--- src/core/status_byte_defines.vh ---
// bit positions, widths and codes shared by the status byte logic
`ifndef STATUS_BYTE_DEFINES_VH
`define STATUS_BYTE_DEFINES_VH
`define SB_QUES_BIT 3
`define SB_MAV_BIT 4
`define SB_ESB_BIT 5
`define SB_MSS_BIT 6
`define SB_OPERATION_SUMMARY_BIT 7
`define SB_RESET 8'h00
`define GRP_W 16
`define ESR_W 8
`define ESR_OPC_BIT 0
`define OQ_DEPTH 16
`define OQ_AW 4
`define OQ_CW 5
`define OPC_ONE_CHAR 8'h31
`define TRIG_IDLE 2'h0
`define TRIG_ARMED 2'h1
`define TRIG_BUSY 2'h2
`define CMD_NONE 3'h0
`define CMD_WAI 3'h1
`define CMD_OPC 3'h2
`define CMD_OPCQ 3'h3
`define ST_RUN 2'h0
`define ST_WAIT 2'h1
`define ST_OPCQ 2'h2
`endif

--- src/core/status_byte_service_request.v ---
// status byte, service request and command completion logic
`timescale 1ns/1ps
`include "status_byte_defines.vh"
module status_byte_service_request (
    input wire clk_sys_i,
    input wire rst_i,
    input wire [`GRP_W-1:0] operation_summary_event_set_i,
    input wire [`GRP_W-1:0] operation_summary_enable_i,
    input wire operation_summary_event_read_i,
    input wire [`GRP_W-1:0] ques_event_set_i,
    input wire [`GRP_W-1:0] ques_enable_i,
    input wire ques_event_read_i,
    input wire [`ESR_W-1:0] std_event_set_i,
    input wire [`ESR_W-1:0] std_enable_i,
    input wire std_event_read_i,
    input wire [7:0] srq_enable_i,
    input wire stb_query_i,
    input wire serial_poll_i,
    input wire [2:0] cmd_i,
    input wire cmd_valid_i,
    input wire cmd_parallel_i,
    input wire cmd_done_i,
    input wire par_busy_i,
    input wire trans_busy_i,
    input wire [1:0] trigger_state_query_i,
    input wire trig_query_i,
    input wire resp_wr_i,
    input wire [7:0] resp_data_i,
    input wire oq_rd_i,
    output reg [7:0] status_resp_o,
    output reg status_resp_valid_o,
    output reg srq_o,
    output reg [`GRP_W-1:0] operation_summary_event_o,
    output reg [`GRP_W-1:0] ques_event_o,
    output reg [`ESR_W-1:0] std_event_o,
    output reg [7:0] oq_data_o,
    output reg oq_data_valid_o,
    output reg message_available_o,
    output reg cmd_ready_o,
    output reg [1:0] trigger_state_o,
    output reg trigger_state_valid_o
);
    localparam S_RUN = `ST_RUN;
    localparam S_WAIT = `ST_WAIT;
    localparam S_OPCQ = `ST_OPCQ;

    reg [`GRP_W-1:0] operation_summary_ev_r;
    reg [`GRP_W-1:0] ques_ev_r;
    reg [`ESR_W-1:0] std_ev_r;
    reg request_service_latch_r;
    reg master_summary_q_r;
    reg [1:0] state_r;
    reg [1:0] state_nxt;
    reg opc_pending_r;
    reg seq_busy_r;
    reg [7:0] stb_base;
    reg master_summary;
    reg opc_set;
    reg opc_wr;
    wire [7:0] oq_rdata;
    wire oq_empty;
    wire oq_full;
    wire oq_wr;
    wire all_done;
    wire nontrans_done;
    wire cmd_take;

    // a read clears the register, but a set in the same cycle survives
    function [`GRP_W-1:0] ev_next;
        input [`GRP_W-1:0] cur;
        input [`GRP_W-1:0] set;
        input rd;
        begin
            ev_next = (rd ? {`GRP_W{1'b0}} : cur) | set;
        end
    endfunction

    always @*
    begin
        stb_base = `SB_RESET;
        stb_base[`SB_OPERATION_SUMMARY_BIT] = |(operation_summary_ev_r & operation_summary_enable_i);
        stb_base[`SB_QUES_BIT] = |(ques_ev_r & ques_enable_i);
        stb_base[`SB_ESB_BIT] = |(std_ev_r & std_enable_i);
        stb_base[`SB_MAV_BIT] = ~oq_empty;
        master_summary = |(stb_base & srq_enable_i);
    end

    assign all_done = ~seq_busy_r & ~par_busy_i & ~trans_busy_i;
    assign nontrans_done = ~seq_busy_r & ~par_busy_i;
    assign cmd_take = cmd_valid_i & cmd_ready_o;

    always @*
    begin
        state_nxt = state_r;
        opc_wr = 1'b0;
        case (state_r)
            S_RUN:
            begin
                if (cmd_take && cmd_i == `CMD_WAI)
                begin
                    state_nxt = S_WAIT;
                end
                else if (cmd_take && cmd_i == `CMD_OPCQ)
                begin
                    state_nxt = S_OPCQ;
                end
            end
            S_WAIT:
            begin
                if (nontrans_done)
                begin
                    state_nxt = S_RUN;
                end
            end
            S_OPCQ:
            begin
                // the answer must not be lost to a full queue
                if (all_done && !oq_full)
                begin
                    opc_wr = 1'b1;
                    state_nxt = S_RUN;
                end
            end
            default:
            begin
                state_nxt = S_RUN;
            end
        endcase
        opc_set = opc_pending_r & all_done;
    end

    assign oq_wr = opc_wr | (resp_wr_i & ~opc_wr);

    output_queue u_oq (
        .clk_sys_i(clk_sys_i),
        .rst_i(rst_i),
        .wr_i(oq_wr),
        .wr_data_i(opc_wr ? `OPC_ONE_CHAR : resp_data_i),
        .rd_i(oq_rd_i),
        .rd_data_o(oq_rdata),
        .empty_o(oq_empty),
        .full_o(oq_full)
    );

    always @(posedge clk_sys_i or posedge rst_i)
    begin
        if (rst_i)
        begin
            operation_summary_ev_r <= {`GRP_W{1'b0}};
            ques_ev_r <= {`GRP_W{1'b0}};
            std_ev_r <= {`ESR_W{1'b0}};
            request_service_latch_r <= 1'b0;
            master_summary_q_r <= 1'b0;
            srq_o <= 1'b0;
            state_r <= S_RUN;
            opc_pending_r <= 1'b0;
            seq_busy_r <= 1'b0;
            status_resp_o <= 8'h00;
            status_resp_valid_o <= 1'b0;
            operation_summary_event_o <= {`GRP_W{1'b0}};
            ques_event_o <= {`GRP_W{1'b0}};
            std_event_o <= {`ESR_W{1'b0}};
            oq_data_o <= 8'h00;
            oq_data_valid_o <= 1'b0;
            message_available_o <= 1'b0;
            cmd_ready_o <= 1'b0;
            trigger_state_o <= `TRIG_IDLE;
            trigger_state_valid_o <= 1'b0;
        end
        else
        begin
            operation_summary_ev_r <= ev_next(operation_summary_ev_r, operation_summary_event_set_i,
                operation_summary_event_read_i);
            ques_ev_r <= ev_next(ques_ev_r, ques_event_set_i,
                ques_event_read_i);
            std_ev_r <= (std_event_read_i ? {`ESR_W{1'b0}} : std_ev_r)
                | std_event_set_i
                | {{(`ESR_W-1){1'b0}}, opc_set};
            operation_summary_event_o <= operation_summary_ev_r;
            ques_event_o <= ques_ev_r;
            std_event_o <= std_ev_r;
            master_summary_q_r <= master_summary;
            // rising master summary wins over a poll in the same cycle
            if (master_summary & ~master_summary_q_r)
            begin
                request_service_latch_r <= 1'b1;
                srq_o <= 1'b1;
            end
            else if (serial_poll_i)
            begin
                request_service_latch_r <= 1'b0;
                srq_o <= 1'b0;
            end
            status_resp_valid_o <= stb_query_i | serial_poll_i;
            if (serial_poll_i)
            begin
                status_resp_o <= {stb_base[7], request_service_latch_r,
                    stb_base[5:0]};
            end
            else if (stb_query_i)
            begin
                status_resp_o <= {stb_base[7], master_summary,
                    stb_base[5:0]};
            end
            message_available_o <= ~oq_empty;
            oq_data_valid_o <= oq_rd_i & ~oq_empty;
            if (oq_rd_i & ~oq_empty)
            begin
                oq_data_o <= oq_rdata;
            end
            // a sequential CMD_NONE command holds the queue of commands until done
            if (cmd_take && !cmd_parallel_i && cmd_i == `CMD_NONE)
            begin
                seq_busy_r <= 1'b1;
            end
            else if (cmd_done_i)
            begin
                seq_busy_r <= 1'b0;
            end
            if (cmd_take && cmd_i == `CMD_OPC)
            begin
                opc_pending_r <= 1'b1;
            end
            else if (opc_set)
            begin
                opc_pending_r <= 1'b0;
            end
            state_r <= state_nxt;
            cmd_ready_o <= (state_nxt == S_RUN) & ~seq_busy_r
                & ~(cmd_take && !cmd_parallel_i
                && cmd_i == `CMD_NONE);
            trigger_state_valid_o <= trig_query_i;
            if (trig_query_i)
            begin
                // an unknown code reports busy, never a fourth value
                trigger_state_o <= (trigger_state_query_i == `TRIG_IDLE ||
                    trigger_state_query_i == `TRIG_ARMED) ? trigger_state_query_i
                    : `TRIG_BUSY;
            end
        end
    end
endmodule // status_byte_service_request

--- src/core/output_queue.v ---
// first-in first-out queue for response bytes bound for the controller
`timescale 1ns/1ps
`include "status_byte_defines.vh"
module output_queue (
    input wire clk_sys_i,
    input wire rst_i,
    input wire wr_i,
    input wire [7:0] wr_data_i,
    input wire rd_i,
    output wire [7:0] rd_data_o,
    output wire empty_o,
    output wire full_o
);
    reg [7:0] mem_r [0:`OQ_DEPTH-1];
    reg [`OQ_AW-1:0] wp_r;
    reg [`OQ_AW-1:0] rp_r;
    reg [`OQ_CW-1:0] cnt_r;
    wire do_wr;
    wire do_rd;
    assign empty_o = (cnt_r == {`OQ_CW{1'b0}});
    assign full_o = (cnt_r == `OQ_DEPTH);
    assign do_rd = rd_i & ~empty_o;
    // a full queue still accepts a write when a read frees a slot
    assign do_wr = wr_i & (~full_o | do_rd);
    assign rd_data_o = mem_r[rp_r];
    always @(posedge clk_sys_i)
    begin
        if (do_wr)
        begin
            mem_r[wp_r] <= wr_data_i;
        end
    end
    always @(posedge clk_sys_i or posedge rst_i)
    begin
        if (rst_i)
        begin
            wp_r <= {`OQ_AW{1'b0}};
            rp_r <= {`OQ_AW{1'b0}};
            cnt_r <= {`OQ_CW{1'b0}};
        end
        else
        begin
            if (do_wr)
            begin
                wp_r <= wp_r + 1'b1;
            end
            if (do_rd)
            begin
                rp_r <= rp_r + 1'b1;
            end
            if (do_wr & ~do_rd)
            begin
                cnt_r <= cnt_r + 1'b1;
            end
            else if (do_rd & ~do_wr)
            begin
                cnt_r <= cnt_r - 1'b1;
            end
        end
    end
endmodule // output_queue

--- config.mk ---
export PLATFORM = sky130hd
export DESIGN_NAME = status_byte_service_request
export DESIGN_NICKNAME = d
export VERILOG_FILES = /design/src/core/status_byte_service_request.v /design/src/core/output_queue.v
export VERILOG_INCLUDE_DIRS = /design/src /design/src/core
export SDC_FILE = /design/constraint.sdc
export NUM_CORES = 1
export LEC_CHECK = 0
export ABC_AREA = 1
export BUFFER_PORTS_ARGS = -buffer_cell sky130_fd_sc_hd__buf_2
export CORE_UTILIZATION = 31
export CTS_BUF_LIST = sky130_fd_sc_hd__clkbuf_8 sky130_fd_sc_hd__clkbuf_16
export DETAILED_ROUTE_END_ITERATION = 6
export PLACE_DENSITY = 0.51
export SLEW_MARGIN = 25
export SYNTH_ARGS = -nofsm -noshare
export SYNTH_HDL_FRONTEND = slang
export SYNTH_HIERARCHICAL = 1
export SYNTH_SLANG_ARGS = --single-unit
export TNS_END_PERCENT = 5
--- constraint.sdc ---
create_clock -name clk_sys_i -period 3.15 [get_ports clk_sys_i]
set_input_delay 0.63 -clock clk_sys_i [delete_from_list [all_inputs] [get_ports clk_sys_i]]
set_output_delay 0.63 -clock clk_sys_i [all_outputs]
set_load 0.1 [all_outputs]
**After elaboration in Yosys (flattened, before gate mapping)**

Memory sizes are Yosys's and may differ from the RTL's. A register that Yosys moved wholly into a read port is not among the register bits.
Index checks and enable logic that the tools add are counted.

- Add/subtract/negate cells: 4
- Eq/ne operators: 7
- Mux-type cells: 24
- Bitwise operators: 33
- Reductions and logical operators: 23

Operator list:

| operator | number |
|---|---|
| AND 16 bit | 2 |
| two-way mux 16 bit | 2 |
| two-way mux 8 bit | 4 |
| bitwise OR 16 bit | 2 |
| OR reduction 16 bit | 2 |
| AND 8 bit | 2 |
| OR reduction 8 bit | 2 |
| AND 1 bit | 12 |
| two-way mux 1 bit | 10 |
| two-way mux 2 bit | 5 |
| two-way mux 5 bit | 2 |
| inverter 1 bit | 10 |
| nonzero test 2 bit | 5 |
| adder 4 x 1 -> 4 bit, second input constant | 2 |
| bitwise OR 8 x 1 -> 8 bit | 1 |
| bitwise OR 8 bit | 1 |
| == test 3 x 2 -> 1 bit, second input constant | 2 |
| logical AND 1 bit | 6 |
| zero test 2 bit | 3 |
| one-hot mux 2 bit (3 select lines) | 1 |
| adder 5 x 1 -> 5 bit, second input constant | 1 |
| == test 5 bit, second input constant | 1 |
| zero test 5 bit | 1 |
| subtractor 5 x 1 -> 5 bit, second input constant | 1 |
| other kinds (7) | 11 |

- Register bits after elaboration: 114
- Bits in writable memories: 128
- Bits of input ports: 116
- Output and inout bits: 64
- Logic and storage cells: 113
- Memories kept: 1

Memory list:

| name | words | width | read ports | clocked after Yosys merged registers in | wr ports | RTL line | text |
|---|---|---|---|---|---|---|---|
| u_oq.mem_r | 16 | 8 | 1 | 1 | 1 | output_queue.v:14 | `` reg [7:0] mem_r [0:`OQ_DEPTH-1]; `` |

**Logic depth before layout (Yosys ltp)**

Gate-level depths: netlist (run 1).

- Word-level depth: 14
- Depth in mapped cells: 20
- Depth with buffers taken out: 19

**By module**

The synthesis (run 1) kept the hierarchy.

By module, submodules not included:

| module | instances | cells an instance | area each (um^2) |
|---|---|---|---|
| output_queue | 1 | 631 | 6372.4 |
| status_byte_service_request | 1 | 360 | 3852.4 |

**Worst setup path before layout (run 1)**

No wires, ideal clock.

- Path type: reg2reg
- From: register u_oq.cnt_r[0]
- To: register u_oq.cnt_r[4]
- Library setup time: 117 ps
- Arrival time: 2503 ps
- Required time: 3033 ps
- Path slack: 531 ps
- Cell stages (with the launch flop): 20
- Path buffers: 1
- Period minus slack after synthesis: 2619 ps
- Path through: dfrtp_1 -> nor2_2 -> nand2_1 -> nor2_1 -> inv_1 -> nand4_1 -> inv_2 -> or2_2 -> nand2_1 -> buf_2 -> inv_1 -> ha_1 -> inv_1 -> ha_1 -> nand2_1 -> nand3_1 -> nand3_1 -> nand2_1 -> nand2_1 -> nand2_1

- Cells in the longest elaborated chain, start to end: 12

Ends and longest elaborated chain:

| element | RTL line | text |
|---|---|---|
| from (decl) | output_queue.v:17 | `` reg [`OQ_CW-1:0] cnt_r; `` |
| from (signal assigned) | output_queue.v:39 | `` cnt_r <= {`OQ_CW{1'b0}}; `` |
| from (signal assigned) | output_queue.v:53 | `cnt_r <= cnt_r + 1'b1;` |
| from (signal assigned) | output_queue.v:57 | `cnt_r <= cnt_r - 1'b1;` |
| == test 5 bit (no line) * | - |  |
| via oq_full | status_byte_service_request.v:62 | `wire oq_full;` |
| zero test 1 bit * | status_byte_service_request.v:118 | `if (all_done && !oq_full)` |
| logical AND 1 bit * | status_byte_service_request.v:118 |  |
| two-way mux 1 bit * | status_byte_service_request.v:118 |  |
| two-way mux 1 bit * | status_byte_service_request.v:96 | `case (state_r)` |
| inverter 1 bit | status_byte_service_request.v:132 | `assign oq_wr = opc_wr \| (resp_wr_i & ~opc_wr);` |
| AND 1 bit | status_byte_service_request.v:132 |  |
| bitwise OR 1 bit * | status_byte_service_request.v:132 |  |
| via oq_wr | status_byte_service_request.v:63 | `wire oq_wr;` |
| AND 1 bit * | output_queue.v:24 | `assign do_wr = wr_i & (~full_o \| do_rd);` |
| via u_oq.do_wr | output_queue.v:18 | `wire do_wr;` |
| inverter 1 bit | output_queue.v:55 | `else if (do_rd & ~do_wr)` |
| AND 1 bit | output_queue.v:55 |  |
| nonzero test 2 bit (no line) | - |  |

Mark *: on every way through the listed nets, which the timed path passes. The rest lies on a longest branch. The select of a mux whose other input is x is not followed.
A chain may end at the register's enable or synchronous reset.

**Worst setup path after layout (run 1)**

Ends and elaborated chain as after synthesis.

==> results of run 1 <==
## kinds of logic (layout without fill, tap and decap cells)
group	after synthesis	count (layout)	share of synthesized area (%)
flip-flops	247	247	66.72
other	1	4	0.03668
adder cells (fa/ha/maj)	10	10	1.297
AO/OA/AOI/OAI	56	56	3.916
buffers and inverters	156	375	6.449
AND/OR/NAND/NOR	517	517	21.24
XOR/XNOR	4	4	0.3427
## cell usage after synthesis (6+ instances only)
cell type,instances
a21o_1,6
buf_2,16
buf_4,6
dfrtp_1,119
edfxtp_1,128
ha_1,9
inv_1,117
inv_2,7
nand2_1,340
nand3_1,58
nand3_2,11
nor2_1,72
nor3_1,19
o21bai_1,32
## state kept, by name (all words and copies together) (netlist names), 8 cells and up
signal                     count
operation_summary_event_o     16
std_event_o                    8
oq_data_o                      8
u_oq/mem_r                   128
ques_event_o                  16
std_ev_r                       8
ques_ev_r                     16
operation_summary_ev_r        16
## through the flow
step / cells / worst slack, ps / instance area, sq um / utilization (%) / hold WS (ps)
final: 1655 / 403.2 / 12520 / 38.58 / 83.50
after global placement: 1603 / 361.1 / 11680 / 35.98 / 382.0
after floorplan: 993 / 530.7 / 10240 / - / 373.7
after detailed placement: 1603 / 302.8 / 11680 / 35.98 / 384.2
after global routing: 1655 / 164.5 / 12520 / 38.58 / 86.53
after CTS: 1654 / 369.8 / 12520 / 38.57 / 64.02
## per-layer routing
metal | wire [um] | track usage [%] | vias up
met5 | 59 | 0 | -
met4 | 626 | 4.467 | 10
met3 | 2033 | 4.893 | 48
met2 | 11700 | 24.95 | 183
met1 | 10730 | 18.89 | 3243
li1 | - | - | 3550
## power breakdown
part	internal (uW)	leakage, uW	total [uW]	switching [uW]
registers	3800	0.00248	4040	248
logic	811	0.00299	3290	2470
clock network	1720	0.000457	2970	1240
total	6330	0.00593	10300	3970
## worst max path at each step
stage                              start                        end  slack [ps]  cells past startpoint
2_1_floorplan  u_oq/cnt_r[0]$_DFFE_PP0P_  u_oq/cnt_r[4]$_DFFE_PP0P_         530                     19
3_3_place_gp                trans_busy_i  u_oq/cnt_r[4]$_DFFE_PP0P_         360                     16
3_5_place_dp                trans_busy_i  u_oq/cnt_r[4]$_DFFE_PP0P_         300                     16
4_1_cts        u_oq/cnt_r[0]$_DFFE_PP0P_  u_oq/cnt_r[4]$_DFFE_PP0P_         370                     18
5_1_grt        u_oq/cnt_r[0]$_DFFE_PP0P_  u_oq/cnt_r[4]$_DFFE_PP0P_         160                     18
6_report       u_oq/cnt_r[0]$_DFFE_PP0P_  u_oq/cnt_r[4]$_DFFE_PP0P_         400                     18
## final cells by class
type	count	area, sq um
diodes	1	2.502
well taps	442	553.0
flip-flops and latches	247	6823
clock buffers	29	725.7
multi-input cells	590	2751
repair buffers	199	1076
clock inverters	22	115.1
inverters	125	473.0
fillers	3238	19930
## worst max-delay path, stage by stage (launching register included)
cell and delay [ps]:
dfrtp_1 450, nor2_2 200, nand2_1 70, nor2_1 100, inv_1 60, nand4_1 100, inv_2 100, or2_2 330
nand2_1 100, inv_1 50, ha_1 210, inv_1 170, ha_1 300, nand2_1 100, nand3_1 90, nand3_1 80
nand2_1 50, nand2_1 50, nand2_1 40
==> results.ini, run 1 <==
[status]
outcome=finished clean

[hold_path]
hold_path.class=in2async

[clock_network]
cts_resized=0
cts.sinks=247
htree_levels=1
cts_setup_buffers=0
root_buffer=clkbuf_16
max-clock-path-buffers=3
clkLatencyLatePin_ps=530
cts_buffers=28
clk_pin_slew_ps=60
hold_buffers=0
cts_tree=done

[global_route]
overflow=0
grt_pass1_vias=7272
grt_max_degree=83
track_usage_pct=15.14
antenna_found_initial=6
grt_pass1_wl_mm=39.38

[timing]
worst_pin_slew_ps=864.8
fmax_mhz=364.1
slew_violations=0
hold_violations=0
fin_crit_sh_pct=87.20
timing.slew.headroom_pct=42.35
setup_tns_ps=0
layout_min_cycle_time_ps=2747
skew_ps=8.095
setup_viol=0
rsz0062_at_grt=false

[worst_setup_path]
regToRegSetupSlack_ps=400
startpoint_type=flop
worstReg2RegStart=u_oq/cnt_r[0]$_DFFE_PP0P_
worstPathMaxFanout=9
arrival_ps=3170
required_ps=3580
worstSetupEndpointType=flop
crit_type=reg2reg
timing.reg2reg.worst_path_depth=18
r2r_end=u_oq/cnt_r[4]$_DFFE_PP0P_

[pwr]
ir_drop_uv=386.6
p_leak_uw=0.005925
p_total_uw=10300
p_per_area_nw_per_um2=822.5

[finish]
drive_above_1_share_pct=22.36
final_cell_mix=340 x nand2_1, 172 x buf_2, 128 x edfxtp_1, 127 x inv_1, 118 x dfrtp_1
fin_nets=1317
layout_commonest_cell=nand2_1
area_growth_syn_to_layout_pct=22.44

[yosys]
synth_edf_count=128
syn_area_sq_um=10220
yosysTopAreaCell=edfxtp_1
yosysUniqueCellTypes=40
avgSynthCellArea_sq_um=10.32
synth_area_leaders=edfxtp_1 38%, dfrtp_1 29%, nand2_1 12%
ys_warn_count=6
synth_top_flop_cell=edfxtp_1
ys_ff_latch=247
async_reset_ff_share_pct=48.18
ys_seq_area_share_pct=66.72
postSynthCellCount=991
yosysTopAreaCellShare_pct=37.59

[route]
wl_mm=25.16
dr.first_iter.drc_count=378
wl_per_cell_um=15.20
drc_errors=0
firstDrtPassIters=4
vias_per_cell=4.250
vias=7034
ant_nets=0

[die]
die_w_um=183.6
die_h_um=183.6
die-area_sq_um=33710
io_pins=180
start_util_pct=31.51
core_area_sq_um=32450
std_cell_rows=66

[place]
gp_congestion=0.7737
port_buffers=172
dpl.hpwl_mm=17.48

[run]
cap_violations=0

Power figures use the tool's default switching activity.
==> run 2: changes to the inputs <==
--- a/config.mk
+++ b/config.mk
@@ -13,3 +13,2 @@
 export DETAILED_ROUTE_END_ITERATION = 6
-export PLACE_DENSITY = 0.51
 export SLEW_MARGIN = 25
==> constraint.sdc (replaced) <==
create_clock -name clk_sys_i -period 3.15 [get_ports clk_sys_i]
set_input_delay 0.315 -clock clk_sys_i [delete_from_list [all_inputs] [get_ports clk_sys_i]]
set_output_delay 0.315 -clock clk_sys_i [all_outputs]
set_load 0.1 [all_outputs]
==> run 2 against run 1 <==
Via count increased by 4.3%. Die area unchanged. Cell area increased by 3.7%. Power increased by 2.0%. First-iteration DRC count increased by 26%. Clock power increased by 6%. Cell count increased by 1.8%. Sequential power about the same. Sequential share of layout area decreased by 2.0 points. Critical path type unchanged.
==> results.ini, run 2 (synthesized netlist as in run 1, its figures left out) <==
[worst_setup_path]
crit_start=u_oq/cnt_r[0]$_DFFE_PP0P_
arrival_ps=3180
crit_buf_inv=4
required_ps=3590
worstSetupEndpointType=flop
cpPeakStageDelay_ps=440
regToRegSetupSlack_ps=410
cpMaxStageDelayCell=dfrtp_1
crit_top_cell=nand2_1
worstPathMaxFanout=9
startpoint_type=flop
crit_chain=nor2_2 -> nand2_1 -> nor2_1 -> inv_1 -> nand4_1 -> inv_2 -> or2_2 -> nand2_1 -> inv_1 -> ha_1 -> inv_1 -> ha_1 -> nand2_1 -> nand3_1 -> nand3_1 -> nand2_1 -> nand2_1 -> nand2_1
crit_type=reg2reg
critical-path-top-delay-family=simple AND/OR/NAND/NOR gates
worstReg2RegStart=u_oq/cnt_r[0]$_DFFE_PP0P_

[place]
dp_slack_ps=333.9
placedInstanceArea_sq_um=11570
port_buffers=172
gp_congestion=0.8735
dpl.hpwl_mm=17.26

[finish]
top_register=u_oq/mem_r
fin_nets=1346
largest_reg_flops=128
final_cell_mix=340 x nand2_1, 172 x buf_2, 128 x edfxtp_1, 118 x dfrtp_1, 116 x inv_1
area_growth_syn_to_layout_pct=27.02
fin_area_sq_um=12990
drive_above_1_share_pct=22.16
layout_commonest_cell=nand2_1

[pwr]
internal_power_uw=6503
p_per_area_nw_per_um2=808.7
switchingPower_uw=4001
clkPwrFrac_pct=30.1
p_leak_uw=0.006021
switching_share_pct=38.09
seqPwrFrac_pct=38.6
combPwrFrac_pct=31.3
ir_drop_uv=402.1

[global_route]
grt_pass1_wl_mm=38.85
antenna_found_initial=3
grt_max_degree=83
grt_pass1_vias=7345
overflow=0
track_usage_pct=14.91

[route]
ant_nets=0
vias_per_cell=4.352
wl_mm=24.97
firstDrtPassIters=6
vias=7333
drc_errors=0
dr.first_iter.drc_count=476
wl_per_cell_um=14.82

[run]
cap_violations=0

[timing]
fmax_mhz=365.1
slew_violations=0
rsz0062_at_grt=false
setup_tns_ps=0
setup_ws_ps=410.7
layout_min_cycle_time_ps=2739
timing.slew.headroom_pct=33.22
hold_violations=0
skew_ps=23.60
fin_crit_sh_pct=86.96
setup_viol=0
worst_pin_slew_ps=994.0

[die]
die_w_um=183.6
die-area_sq_um=33710
start_util_pct=31.51
std_cell_rows=66
die_h_um=183.6
core_area_sq_um=32450
io_pins=180

[clock_network]
cts_buffers=27
htree_levels=1
cts_setup_buffers=0
clk_pin_slew_ps=60
hold_buffers=45
max-clock-path-buffers=3
cts_tree=done
cts_resized=0
root_buffer=clkbuf_16
cts.sinks=247
clkLatencyLatePin_ps=550

[status]
outcome=finished clean

[hold_path]
min_from=trigger_state_query_i[1]
hold_path.class=in2reg

==> run 2: cell types whose count changed in the layout (fill, tap and decap cells not counted), sizes merged <==
cell,delta
buf,-15
bufinv,+2
dlygate4sd3,+45
diode,+1
inv,-9
clkinvlp,+3
clkinv,+3
==> run 2: layout make-up <==
class	instances	area [sq um]
diodes	2	5.005
clock buffers	29	714.4
clock inverters	21	195.2
fillers	3140	19470
inverters	125	471.7
multi-input cells	590	2811
flip-flops and latches	247	6823
well taps	442	553.0
repair buffers	229	1414
==> run 2: tightest hold or removal path: cells and delay by family <==
kind	cells	cell delay, ps
buf+inv	1	80
simple gates	2	130
==> run 2: path summary, 6_finish.rpt <==
check	to	cells after the start
max	u_oq/cnt_r[4]$_DFFE_PP0P_	18
min	trigger_state_o[1]$_DFFE_PP0P_	3
max reg2reg	u_oq/cnt_r[4]$_DFFE_PP0P_	18
min reg2reg	ques_event_o[3]$_DFF_PP0_	0
max in group asynchronous	status_resp_valid_o$_DFF_PP0_	4
min in group asynchronous	ques_event_o[10]$_DFF_PP0_	3
==> run 2: power groups by stage <==
stage                     logic, uW  registers [uW]  clock network (uW)
final                          3290            4050                3160
after global placement         3180            4100                   0
after global routing           3610            4100                3370
after CTS                      3270            4060                3220
after floorplan                1800            4790                   0
after detailed placement       3220            4110                   0
==> run 2: stage by stage <==
stage               utilization, %  total power (uW)  hold WS (ps)  std cells
CTS                          39.83             10550         2.640       1683
global placement             35.63              7286         381.7       1588
finish                       40.02             10500         16.48       1685
detailed placement           35.64              7333         382.6       1588
floorplan                        -              6584         192.0        993
global route                 40.00             11080         16.24       1683
==> run 2: metal layers <==
layer / vias to the layer above / wire [um] / GRT usage [%]
met3: 45 / 1970 / 4.239
met5: - / 13 / 0
met2: 267 / 12140 / 25.50
li1: 3618 / - / -
met1: 3401 / 10240 / 18.20
met4: 2 / 607 / 4.367
